[src/thermal_defines.svh]
// Offsets, field positions, reset values and thresholds of the thermal monitor.
`ifndef THERMAL_DEFINES_SVH
`define THERMAL_DEFINES_SVH

`define ADDR_W              4
`define OFS_CTRL            4'h0
`define OFS_TEMP            4'h1
`define OFS_STATUS          4'h2
`define OFS_SRC_SEL         4'h3
`define OFS_EVENT           4'h4
`define OFS_SETTINGS        4'h5
`define CTRL_EVT_EN_BIT     0
`define STAT_MODE_BIT       2
`define EVT_WARN_BIT        0
`define EVT_OVER_BIT        1
`define CTRL_RESET          8'h00
`define SETTINGS_RESET      8'h00
`define SRC_MAIN_BOARD      2'h0
`define TEMP_WARN_C         8'h51
`define TEMP_WARN_REARM_C   8'h4B
`define TEMP_OVER_C         8'h5A
`define TEMP_OVER_EXIT_C    8'h54
`define TEST_PATTERN_NUM    2'h2

`endif

[src/thermal_pkg.sv]
// Types shared by the thermal monitor files.
package thermal_pkg;
    typedef enum logic [1:0]
    {
        COND_OK       = 2'b00,
        COND_CRITICAL = 2'b01,
        COND_ERROR    = 2'b10
    } thermal_condition_e;
    typedef logic [7:0] temp_t;
endpackage

[src/rearm_flag.sv]
// One notification latch with a re-arm level.
`timescale 1ns/10ps
module rearm_flag
(
    input  wire logic                clk,
    input  wire logic                rst_n,
    input  wire logic                sample,
    input  wire logic                fire_cond,
    input  wire logic                rearm_cond,
    input  wire logic                enable,
    output logic                     pulse
);
    typedef struct packed
    {
        logic armed;
        logic pulse;
    } flag_s;

    flag_s s_q;
    flag_s s_d;

    always_comb
    begin
        s_d = s_q;
        s_d.pulse = 1'b0;
        if (sample)
        begin
            if (s_q.armed && fire_cond)
            begin
                s_d.armed = 1'b0;
                s_d.pulse = enable;
            end
            else if (rearm_cond)
            begin
                s_d.armed = 1'b1;
            end
        end
    end

    always_ff @(posedge clk or negedge rst_n)
    begin
        if (!rst_n)
        begin
            s_q <= '{armed: 1'b1, pulse: 1'b0};
        end
        else
        begin
            s_q <= s_d;
        end
    end

    assign pulse = s_q.pulse;
endmodule

[src/thermal_state_monitor.sv]
// Over-temperature supervisor: thresholds, condition, notifications, overheat mode.
//
// Chosen here: strobed register access and the register addresses.
`timescale 1ns/10ps
`include "thermal_defines.svh"
module thermal_state_monitor
(
    input  wire logic                    ref_clk,
    input  wire logic                    reset_n,
    input  wire logic                    sample_valid,
    input  wire thermal_pkg::temp_t      sample_temp,
    input  wire logic [`ADDR_W-1:0]      reg_addr,
    input  wire logic [7:0]              reg_wdata,
    input  wire logic                    reg_wr,
    input  wire logic                    reg_rd,
    output logic [7:0]                   reg_rdata,
    output logic                         hot_warning_evt,
    output logic                         overheat_evt,
    output logic                         acquire_enable,
    output logic                         imager_power_on,
    output logic                         test_pattern_en,
    output logic [1:0]                   test_pattern_sel,
    output logic [7:0]                   active_settings
);
    import thermal_pkg::*;

    // ************************************************************
    // Reset release
    // ************************************************************
    logic [1:0] rst_sync_q;
    logic       rst_n;

    always_ff @(posedge ref_clk or negedge reset_n)
    begin
        if (!reset_n)
        begin
            rst_sync_q <= 2'b00;
        end
        else
        begin
            rst_sync_q <= {rst_sync_q[0], 1'b1};
        end
    end

    assign rst_n = rst_sync_q[1];

    // ************************************************************
    // State
    // ************************************************************
    typedef struct packed
    {
        thermal_condition_e cond;
        temp_t              die_temp_reading;
        logic               overheat;
        logic               evt_en;
        logic [1:0]         temp_source_select;
        logic [7:0]         settings;
        logic [7:0]         rdata;
    } state_s;

    state_s s_q;
    state_s s_d;
    logic   warn_pulse;
    logic   over_pulse;

    always_comb
    begin
        s_d = s_q;
        s_d.rdata = 8'h00;
        if (sample_valid)
        begin
            s_d.die_temp_reading = sample_temp;
            // Each new reading walks the hysteresis ladder once, so a jump over several
            // thresholds settles at the right condition in a single step.
            case (s_q.cond)
                COND_OK:
                begin
                    if (sample_temp >= `TEMP_OVER_C)
                    begin
                        s_d.cond = COND_ERROR;
                        s_d.overheat = 1'b1;
                    end
                    else if (sample_temp >= `TEMP_WARN_C)
                    begin
                        s_d.cond = COND_CRITICAL;
                    end
                end
                COND_CRITICAL:
                begin
                    if (sample_temp >= `TEMP_OVER_C)
                    begin
                        s_d.cond = COND_ERROR;
                        s_d.overheat = 1'b1;
                    end
                    else if (sample_temp <= `TEMP_WARN_REARM_C)
                    begin
                        s_d.cond = COND_OK;
                    end
                end
                COND_ERROR:
                begin
                    if (sample_temp <= `TEMP_WARN_REARM_C)
                    begin
                        s_d.cond = COND_OK;
                        s_d.overheat = 1'b0;
                    end
                    else if (sample_temp <= `TEMP_OVER_EXIT_C)
                    begin
                        s_d.cond = COND_CRITICAL;
                        s_d.overheat = 1'b0;
                    end
                end
                default:
                begin
                    s_d.cond = COND_OK;
                    s_d.overheat = 1'b0;
                end
            endcase
        end
        if (reg_wr)
        begin
            case (reg_addr)
                `OFS_CTRL:
                begin
                    s_d.evt_en = reg_wdata[`CTRL_EVT_EN_BIT];
                end
                `OFS_SRC_SEL:
                begin
                    // Only the main board sensor exists; other codes are ignored.
                    if (reg_wdata[1:0] == `SRC_MAIN_BOARD)
                    begin
                        s_d.temp_source_select = reg_wdata[1:0];
                    end
                end
                `OFS_SETTINGS:
                begin
                    s_d.settings = reg_wdata;
                end
                default:
                begin
                end
            endcase
        end
        if (reg_rd)
        begin
            case (reg_addr)
                `OFS_CTRL:     s_d.rdata = {7'h00, s_q.evt_en};
                `OFS_TEMP:     s_d.rdata = s_q.die_temp_reading;
                `OFS_STATUS:   s_d.rdata = {5'h00, s_q.overheat, s_q.cond};
                `OFS_SRC_SEL:  s_d.rdata = {6'h00, s_q.temp_source_select};
                `OFS_EVENT:    s_d.rdata = {6'h00, over_pulse, warn_pulse};
                `OFS_SETTINGS: s_d.rdata = s_q.settings;
                default:       s_d.rdata = 8'h00;
            endcase
        end
    end

    always_ff @(posedge ref_clk or negedge rst_n)
    begin
        if (!rst_n)
        begin
            s_q <= '{cond: COND_OK, die_temp_reading: 8'h00, overheat: 1'b0,
                     evt_en: 1'b0, temp_source_select: `SRC_MAIN_BOARD,
                     settings: `SETTINGS_RESET, rdata: 8'h00};
        end
        else
        begin
            s_q <= s_d;
        end
    end

    // ************************************************************
    // Notifications
    // ************************************************************
    logic warn_fire;
    logic over_fire;

    assign warn_fire = sample_valid && (s_d.cond != COND_OK) && (s_q.cond == COND_OK);
    assign over_fire = sample_valid && s_d.overheat && !s_q.overheat;

    rearm_flag u_warn
    (
        .clk        (ref_clk),
        .rst_n      (rst_n),
        .sample     (sample_valid),
        .fire_cond  (warn_fire),
        .rearm_cond (sample_temp <= `TEMP_WARN_REARM_C),
        .enable     (s_q.evt_en),
        .pulse      (warn_pulse)
    );

    rearm_flag u_over
    (
        .clk        (ref_clk),
        .rst_n      (rst_n),
        .sample     (sample_valid),
        .fire_cond  (over_fire),
        .rearm_cond (sample_temp <= `TEMP_OVER_EXIT_C),
        .enable     (s_q.evt_en),
        .pulse      (over_pulse)
    );

    assign hot_warning_evt = warn_pulse;
    assign overheat_evt    = over_pulse;

    // ************************************************************
    // Overheat mode outputs
    // ************************************************************
    // Settings stay in their register through overheat, so normal operation resumes
    // with exactly what was in force before; only the gating below changes.
    assign acquire_enable   = !s_q.overheat;
    assign imager_power_on  = !s_q.overheat;
    assign test_pattern_en  = s_q.overheat;
    assign test_pattern_sel = s_q.overheat ? `TEST_PATTERN_NUM : 2'h0;
    assign active_settings  = s_q.settings;
    assign reg_rdata        = s_q.rdata;

    // ************************************************************
    // Checks
    // ************************************************************
    cond_rise_a: assert property (@(posedge ref_clk) disable iff (!rst_n)
        sample_valid && s_q.cond == COND_OK && sample_temp >= `TEMP_WARN_C
        && sample_temp < `TEMP_OVER_C |=> s_q.cond == COND_CRITICAL)
        else $error("OK did not become critical at 81.");

    overheat_entry_a: assert property (@(posedge ref_clk) disable iff (!rst_n)
        sample_valid && s_q.cond != COND_ERROR && sample_temp >= `TEMP_OVER_C
        |=> s_q.cond == COND_ERROR && s_q.overheat)
        else $error("Overheat not entered at 90.");

    overheat_exit_a: assert property (@(posedge ref_clk) disable iff (!rst_n)
        sample_valid && s_q.cond == COND_ERROR && sample_temp <= `TEMP_OVER_EXIT_C
        && sample_temp > `TEMP_WARN_REARM_C |=> s_q.cond == COND_CRITICAL && !s_q.overheat)
        else $error("Overheat not left at 84.");

    cool_ok_a: assert property (@(posedge ref_clk) disable iff (!rst_n)
        sample_valid && s_q.cond == COND_CRITICAL && sample_temp <= `TEMP_WARN_REARM_C
        |=> s_q.cond == COND_OK)
        else $error("Critical not cleared at 75.");

    crit_hold_a: assert property (@(posedge ref_clk) disable iff (!rst_n)
        sample_valid && s_q.cond == COND_CRITICAL && sample_temp > `TEMP_WARN_REARM_C
        && sample_temp < `TEMP_OVER_C |=> s_q.cond == COND_CRITICAL)
        else $error("Critical left inside its band.");

    overheat_hold_a: assert property (@(posedge ref_clk) disable iff (!rst_n)
        sample_valid && s_q.overheat && sample_temp > `TEMP_OVER_EXIT_C
        |=> s_q.overheat && s_q.cond == COND_ERROR)
        else $error("Overheat left above 84.");

    warn_once_a: assert property (@(posedge ref_clk) disable iff (!rst_n)
        warn_pulse
        |=> !warn_pulse)
        else $error("Warning notice repeated.");

    warn_on_enter_a: assert property (@(posedge ref_clk) disable iff (!rst_n)
        sample_valid && s_q.cond == COND_OK && sample_temp >= `TEMP_WARN_C && s_q.evt_en
        |=> hot_warning_evt)
        else $error("Warning notice missing on leaving OK.");

    warn_cause_a: assert property (@(posedge ref_clk) disable iff (!rst_n)
        hot_warning_evt
        |-> $past(s_q.cond) == COND_OK && s_q.cond != COND_OK)
        else $error("Warning notice without leaving OK.");

    // The re-arm checks look inside the latches, since arming leaves no trace at the pins.
    warn_rearm_a: assert property (@(posedge ref_clk) disable iff (!rst_n)
        $rose(u_warn.s_q.armed)
        |-> $past(sample_valid) && $past(sample_temp) <= `TEMP_WARN_REARM_C)
        else $error("Warning re-armed above 75.");

    over_on_enter_a: assert property (@(posedge ref_clk) disable iff (!rst_n)
        sample_valid && !s_q.overheat && sample_temp >= `TEMP_OVER_C && s_q.evt_en
        |=> overheat_evt)
        else $error("Overheat notice missing on entry.");

    over_cause_a: assert property (@(posedge ref_clk) disable iff (!rst_n)
        overheat_evt
        |-> s_q.overheat && !$past(s_q.overheat))
        else $error("Overheat notice without entry.");

    over_rearm_a: assert property (@(posedge ref_clk) disable iff (!rst_n)
        $rose(u_over.s_q.armed)
        |-> $past(sample_valid) && $past(sample_temp) <= `TEMP_OVER_EXIT_C)
        else $error("Overheat notice re-armed above 84.");

    evt_gate_a: assert property (@(posedge ref_clk) disable iff (!rst_n)
        (warn_pulse || over_pulse)
        |-> $past(s_q.evt_en))
        else $error("Notice sent while disabled.");

    pattern_mode_a: assert property (@(posedge ref_clk) disable iff (!rst_n)
        s_q.overheat |-> test_pattern_sel == `TEST_PATTERN_NUM && test_pattern_en
        && !acquire_enable && !imager_power_on)
        else $error("Overheat outputs wrong.");

    mode_normal_a: assert property (@(posedge ref_clk) disable iff (!rst_n)
        !s_q.overheat |-> acquire_enable && imager_power_on
        && !test_pattern_en && test_pattern_sel == 2'h0)
        else $error("Normal mode outputs wrong.");

    cond_code_a: assert property (@(posedge ref_clk) disable iff (!rst_n)
        s_q.cond != 2'h3)
        else $error("Illegal condition code.");

    no_sample_a: assert property (@(posedge ref_clk) disable iff (!rst_n)
        !sample_valid
        |=> $stable(s_q.cond) && $stable(s_q.overheat))
        else $error("Condition moved without a reading.");

    temp_read_a: assert property (@(posedge ref_clk) disable iff (!rst_n)
        sample_valid
        |=> s_q.die_temp_reading == $past(sample_temp))
        else $error("Reading not captured.");

    src_fixed_a: assert property (@(posedge ref_clk) disable iff (!rst_n)
        s_q.temp_source_select == `SRC_MAIN_BOARD)
        else $error("Unknown temperature source selected.");

    status_read_a: assert property (@(posedge ref_clk) disable iff (!rst_n)
        reg_rd && reg_addr == `OFS_STATUS
        |=> reg_rdata == {5'h00, $past(s_q.overheat), $past(s_q.cond)})
        else $error("Status read wrong.");

    rdata_idle_a: assert property (@(posedge ref_clk) disable iff (!rst_n)
        !reg_rd
        |=> reg_rdata == 8'h00)
        else $error("Read data outside its cycle.");

    settings_write_a: assert property (@(posedge ref_clk) disable iff (!rst_n)
        reg_wr && reg_addr == `OFS_SETTINGS
        |=> active_settings == $past(reg_wdata))
        else $error("Settings write lost.");

    settings_keep_a: assert property (@(posedge ref_clk) disable iff (!rst_n)
        $fell(s_q.overheat)
        |-> active_settings == $past(active_settings))
        else $error("Settings changed on overheat exit.");
endmodule

[config.mk]
export PLATFORM = sky130hd
export DESIGN_NAME = thermal_state_monitor
export DESIGN_NICKNAME = d
export VERILOG_FILES = /design/src/thermal_pkg.sv /design/src/rearm_flag.sv /design/src/thermal_state_monitor.sv
export VERILOG_INCLUDE_DIRS = /design/src
export SDC_FILE = /design/constraint.sdc
export NUM_CORES = 1
export LEC_CHECK = 0
export ABC_CLOCK_PERIOD_IN_PS = 2630
export BUFFER_PORTS_ARGS = -buffer_cell sky130_fd_sc_hd__buf_2
export CORE_MARGIN = 3
export CORE_UTILIZATION = 56
export CTS_CLUSTER_DIAMETER = 150
export DETAILED_ROUTE_END_ITERATION = 10
export PLACE_DENSITY = 0.84
export SLEW_MARGIN = 0
export SYNTH_ARGS = -nofsm -noshare
export SYNTH_HDL_FRONTEND = slang
export SYNTH_SLANG_ARGS = --single-unit
[constraint.sdc]
create_clock -name ref_clk -period 2.63 [get_ports ref_clk]
set_clock_uncertainty 0.2 [all_clocks]
set_input_delay 0.263 -clock ref_clk [delete_from_list [all_inputs] [get_ports ref_clk]]
set_output_delay 0.263 -clock ref_clk [all_outputs]
set_load 0.005 [all_outputs]
==> results of run 1 <==
cell families after synthesis:
logic type             count (synthesis)  share of synthesized area
and+or+nand+nor                       41                      0.128
buffers and inverters                 27                      0.100
muxes                                 20                      0.141
other                                  2                    0.00416
DFF                                   36                      0.500
AOI/OAI and AO/OA                     31                      0.127
power by group:
group          total, W  switching, W  internal [W]
Combinational  0.000328      0.000149      0.000180
Sequential     0.000726     0.0000819      0.000644
Clock          0.000289      0.000186      0.000102
flip-flops by register name (all words and copies together) (netlist names):
register         count
u_warn.pulse         1
active_settings      8
rst_sync_q           2
u_over.s_q           1
u_warn.s_q           1
u_over.pulse         1
reg_rdata            8
test_pattern_en      1
s_q                 13
cell usage in the layout, fill, tap and decap left out, types with 3 or more instances in the layout:
| master | instances |
|---|---|
| buf_2 | 46 |
| dfrtp_1 | 34 |
| dlygate4sd3_1 | 13 |
| nor2_1 | 12 |
| nand2_1 | 11 |
| mux2_2 | 10 |
| mux2_4 | 8 |
| a22oi_1 | 5 |
| a21oi_1 | 5 |
| clkbuf_4 | 5 |
| and2_1 | 4 |
| a32oi_1 | 3 |
| inv_1 | 3 |
| o21ai_0 | 3 |
| o21a_1 | 3 |
| o31ai_1 | 3 |
area by class of cell:
| type | instances | share of cell area |
|---|---|---|
| multi-input combinational | 94 | 0.341 |
| inverter | 4 | 0.00710 |
| tap | 42 | 0.0248 |
| clock buffer | 5 | 0.0177 |
| clock inverter | 3 | 0.00887 |
| timing repair buffer | 60 | 0.174 |
| sequential | 36 | 0.427 |
through the flow:
step	util	hold slack, ns	power (W)
finish	0.730	0.00501	0.00134
global route	0.730	0.00462	0.00143
CTS	0.730	0.00148	0.00135
detailed placement	0.665	-0.146	0.00104
global placement	0.665	-0.152	0.00103
floorplan	-	-0.233	0.000964
worst reg2reg max path: cells and delay by family, from the launching register on:
kind                   cells  cell delay (ns)
AOI/OAI and AO/OA          2             0.72
buffers and inverters      1             0.10
DFF                        1             0.42
and+or+nand+nor            1             0.16
final timing paths:
kind                                start       endpoint  slack, ns
max                        sample_temp[7]   u_warn.pulse       0.78
min                               reset_n  rst_sync_q[1]      0.005
max reg2reg                       s_q[29]   u_warn.pulse       0.98
min in group ref_clk       sample_temp[1]        s_q[21]       0.02
max in group asynchronous   rst_sync_q[1]   reg_rdata[2]       1.50
min reg2reg                 rst_sync_q[1]        s_q[27]       0.06
metal layers:
layer	track usage	part of all wire
met1	0.263	0.41
met2	0.350	0.50
met3	0.0594	0.070
met5	0	0
met4	0.0882	0.026
==> impl_metrics.csv, run 1 <==
group,metric,value,unit
synth,ys_async_sr_fraction,1.00,
worst_setup_path,path_buf_inv,2,
routing,route.vias.total,1367,
clock_network,clockBufferDepth,2,
layout,syn_to_final_growth,17.2,%
routing,drcViolationCount,0,
sta,setup_viol,0,
worst_setup_path,cp_data_arrival_time,1.95,ns
worst_setup_path,path_class,"in -> reg",
routing,via_per_inst,5.60,
layout,instances_no_fill,244,
job,cap_viol_max_count,0,
clock_network,insertion_delay,0.34,ns
worst_setup_path,end_kind,"flop",
synth,ys_top_cells_by_count,"34 x dfrtp_1, 21 x buf_4, 12 x nor2_1",
synth,ys.warnings.count,0,
worst_setup_path,path_cells,"dlygate4sd3_1 -> buf_2 -> and4bb_1 -> a21boi_2 -> o21a_1 -> a31oi_1 -> and2_1",
clock_network,clock_tree.root_cell,"clkbuf_4",
synth,ys_seq_area_frac,0.500,
worst_setup_path,cp.depth,7,
hold_path,holdCritPathClass,"in -> async",
clock_network,cts_max_level,2,
routing,wl_per_cell,15.6,um
synth,synth.most_common_cell,"dfrtp_1",
die,dieArea,3940,um^2
worst_setup_path,cp_top_family,"buffers and inverters",
worst_setup_path,critPathMaxStageDelay,0.53,ns
placed_design,hpwl,2850,um
pwr,leakagePower,1.04,nW
placed_design,place_inst,223,
routing,routed_wl,3800,um
clock_network,clkSlewWorstSetupHoldPaths,0.11,ns
synth,syn_inst,157,
synth,synth_ff_type,"dfrtp_1",
synth,netlist_top_cells_area,"dfrtp_1 47%, buf_4 8.7%, mux2_4 6.7%",
sta,rsz0062_at_grt,"false",
synth,synth_top_cell_by_area,"dfrtp_1",
die,std_cell_rows,19,
die,die_height,62.8,um
synth,synth_area,1810,um^2
sta,fmax,539,MHz
sta,fin_ws,0.776,ns
layout,finalInstanceArea,2120,um^2
sta,slew_violations,0,
sta,post-route-period-util,0.705,
clock_network,cts_tree,"done",
clock_network,cts.sinks,36,
sta,worst_pin_slew,0.616,ns
die,initial_core_util,0.623,
clock_network,hold_buffers,13,
sta,setup_tns,0,ns
synth,postSynthAreaPerCell,11.5,um^2
clock_network,cts_resized,0,
status,status,"completed",
routing,ant_nets,0,
placed_design,port_buffers,46,
routing,firstDrtPassIters,4,
pwr,power.density,635,nW/um^2
layout,n_fill_cell,220,
routing,drt_iter0_drc,44,
die,die_w,62.8,um
placed_design,gp_congestion,0.975,
sta,layout_min_cycle_time,1.85,ns
worst_setup_path,required,2.72,ns
global_routing,grt_pass1_wl,6510,um
worst_setup_path,cp-start-kind,"primary input",
synth,synth_seq_cells,36,
worst_setup_path,ff2ff_path_depth,4,
worst_setup_path,cp_slowest_cell,"dlygate4sd3_1",
global_routing,grt-ovfl-total,0,
sta,max-slew-margin-rel,0.590,
sta,hold_violations,0,
global_routing,grt_start_max_net_pins,20,
clock_network,cts_inserted_buffers,5,
placed_design,dp_slack,0.891,ns
global_routing,antenna_found_initial,0,
layout,drive_gt1_frac,0.406,
synth,synth-edff-count,0,
clock_network,cts_setup_buffers,0,
placed_design,placed_area,1930,um^2
synth,synth.distinct_cells,42,
synth,syn-num-nets,182,
layout,register_area,903,um^2
die,io_pins,48,
die,coreArea,2900,um^2
layout,multi_input_area,721,um^2
worst_setup_path,worstPathMaxFanout,5,
layout,final_nets,226,
global_routing,grt_pass1_vias,1332,
pwr,ir_drop,0.462,mV
synth,yosysTopAreaCellShare,0.471,
global_routing,gr-usage-all-layers,0.213,
layout,antennaDiodeCount,0,
No activity file was read; power rests on OpenSTA's default activity.
==> inputs of run 2 (changes only) <==
ABC_CLOCK_PERIOD_IN_PS = 1700   (was 2630)
CORE_UTILIZATION = 47   (was 56)
PLACE_DENSITY = 0.75   (was 0.84)
clock period = 1.7 ns   (was 2.63 ns; I/O delays follow)
==> impl_metrics.csv, run 2 (synthesis gave the netlist of run 1 again) <==
group,metric,value,unit
pwr,power_frac_seq,0.466,
sta,setup_viol,0,
clock_network,clockBufferDepth,2,
die,coreArea,3520,um^2
pwr,swShare,0.276,
routing,drt_iter0_drc,40,
clock_network,cts_tree,"done",
worst_setup_path,end_kind,"flop",
routing,via_per_inst,5.34,
layout,utilization,0.643,
routing,wl_per_cell,14.8,um
sta,fmax,608,MHz
clock_network,cts_inserted_buffers,5,
worst_setup_path,reg2reg_from,"s_q[29]",
sta,setup_tns,0,ns
pwr,clock_power_share,0.309,
global_routing,grt_pass1_vias,1353,
layout,final_cell_mix,"46 x buf_2, 34 x dfrtp_1, 19 x dlygate4sd3_1",
worst_setup_path,cp_data_arrival_time,1.62,ns
pwr,combPwrFrac,0.225,
die,io_pins,48,
clock_network,insertion_delay,0.29,ns
layout,antennaDiodeCount,0,
die,die_w,68.0,um
layout,top_register,"s_q",
pwr,p_sw,0.000659,W
worst_setup_path,path_class,"in -> reg",
layout,drive_gt1_frac,0.410,
pwr,leakagePower,1.10,nW
global_routing,grt_pass1_wl,6100,um
sta,hold_violations,0,
clock_network,cts_max_level,2,
global_routing,antenna_found_initial,0,
clock_network,clkSlewWorstSetupHoldPaths,0.07,ns
pwr,power.density,1050,nW/um^2
worst_setup_path,required,1.68,ns
layout,final_common_cell,"buf_2",
worst_setup_path,worstSetupStartpoint,"sample_valid",
pwr,internal_power,0.00173,W
routing,drcViolationCount,0,
layout,syn_to_final_growth,25.4,%
die,initial_core_util,0.513,
global_routing,grt-ovfl-total,0,
pwr,ir_drop,0.674,mV
sta,layout_min_cycle_time,1.64,ns
worst_setup_path,worstPathMaxFanout,5,
routing,ant_nets,0,
hold_path,min_from,"sample_temp[7]",
routing,routed_wl,3780,um
sta,slew_violations,0,
status,status,"completed",
clock_network,cts.sinks,36,
global_routing,gr-usage-all-layers,0.181,
layout,n_fill_cell,279,
sta,rsz0062_at_grt,"false",
global_routing,grt_start_max_net_pins,35,
placed_design,hpwl,2660,um
layout,largest_reg_flops,13,
placed_design,dp_slack,0.0739,ns
routing,route.vias.total,1366,
clock_network,clock_tree.root_cell,"clkbuf_8",
job,cap_viol_max_count,0,
placed_design,gp_congestion,0.765,
die,dieArea,4620,um^2
hold_path,holdCritPathClass,"in -> reg",
worst_setup_path,cp-start-kind,"primary input",
placed_design,port_buffers,46,
routing,firstDrtPassIters,4,
layout,final_nets,234,
sta,fin_ws,0.0558,ns
clock_network,cts_setup_buffers,0,
die,std_cell_rows,21,
die,die_height,68.0,um
sta,post-route-period-util,0.967,
[run 2: cell types whose count changed in the layout (fill, tap and decap cells not counted), sizes merged]
cell         previous run  this run
dlygate4sd3            13        19
bufinv                  0         1
clkinvlp                0         1
clkinv                  3         1
buf                    47        49
[run 2: what timing repair did]
| item | 4_1_cts | 5_1_grt |
|---|---|---|
| gates resized for setup | 0 | 2 |
| hold buffers | 19 | 0 |
| setup endpoints to repair | 0 | 1 |
| endpoints found under the hold margin | 20 | 0 |
[run 2: layout make-up]
| type | instances | area [um^2] | share of cell area |
|---|---|---|---|
| multi-input combinational | 94 | 734 | 0.324 |
| clock buffer | 5 | 68.8 | 0.0304 |
| sequential | 36 | 903 | 0.399 |
| tap | 46 | 57.6 | 0.0254 |
| inverter | 4 | 15.0 | 0.00663 |
| timing repair buffer | 68 | 443 | 0.196 |
| clock inverter | 3 | 42.5 | 0.0188 |
[run 2: final timing paths]
path,end,slack (ns),cells after the start
max in group asynchronous,rst_sync_q[1],0.64,3
hold / removal,u_over.s_q[1],0.04,4
setup / recovery,u_warn.pulse,0.06,7
setup reg to reg,u_warn.pulse,0.12,4
min in group asynchronous,active_settings[5],0.06,1
hold reg to reg,active_settings[5],0.06,1
[run 2: critical path, cell delays in order]
cell and delay (ns):
dlygate4sd3_1 0.53, buf_2 0.16, nand2b_4 0.09, nor2_1 0.06, a32oi_1 0.28, a31oi_2 0.15
and2_1 0.18
[run 2: routing by layer]
metal | global-route usage | up-vias | part of all wire
met4 | 0.124 | 0 | 0.033
li1 | - | 639 | -
met3 | 0.0460 | 13 | 0.070
met1 | 0.200 | 665 | 0.40
met2 | 0.302 | 49 | 0.50
met5 | 0 | - | 0
[run 2: power by group through the flow]
stage	registers [W]	clock network, W	logic [W]
2_1_floorplan	0.00110	0	0.000391
3_3_place_gp	0.00111	0	0.000479
3_5_place_dp	0.00112	0	0.000492
4_1_cts	0.00111	0.000750	0.000527
5_1_grt	0.00113	0.000803	0.000593
6_report	0.00111	0.000738	0.000538
[run 2: stage by stage]
step | hold slack (ns) | cell area, um^2 | power, W | cells
global route | 0.0766 | 2260 | 0.00252 | 256
finish | 0.0441 | 2260 | 0.00239 | 256
floorplan | -0.326 | 1810 | 0.00149 | 157
detailed placement | -0.243 | 1950 | 0.00162 | 229
global placement | -0.246 | 1950 | 0.00159 | 229
CTS | 0.0323 | 2250 | 0.00239 | 256
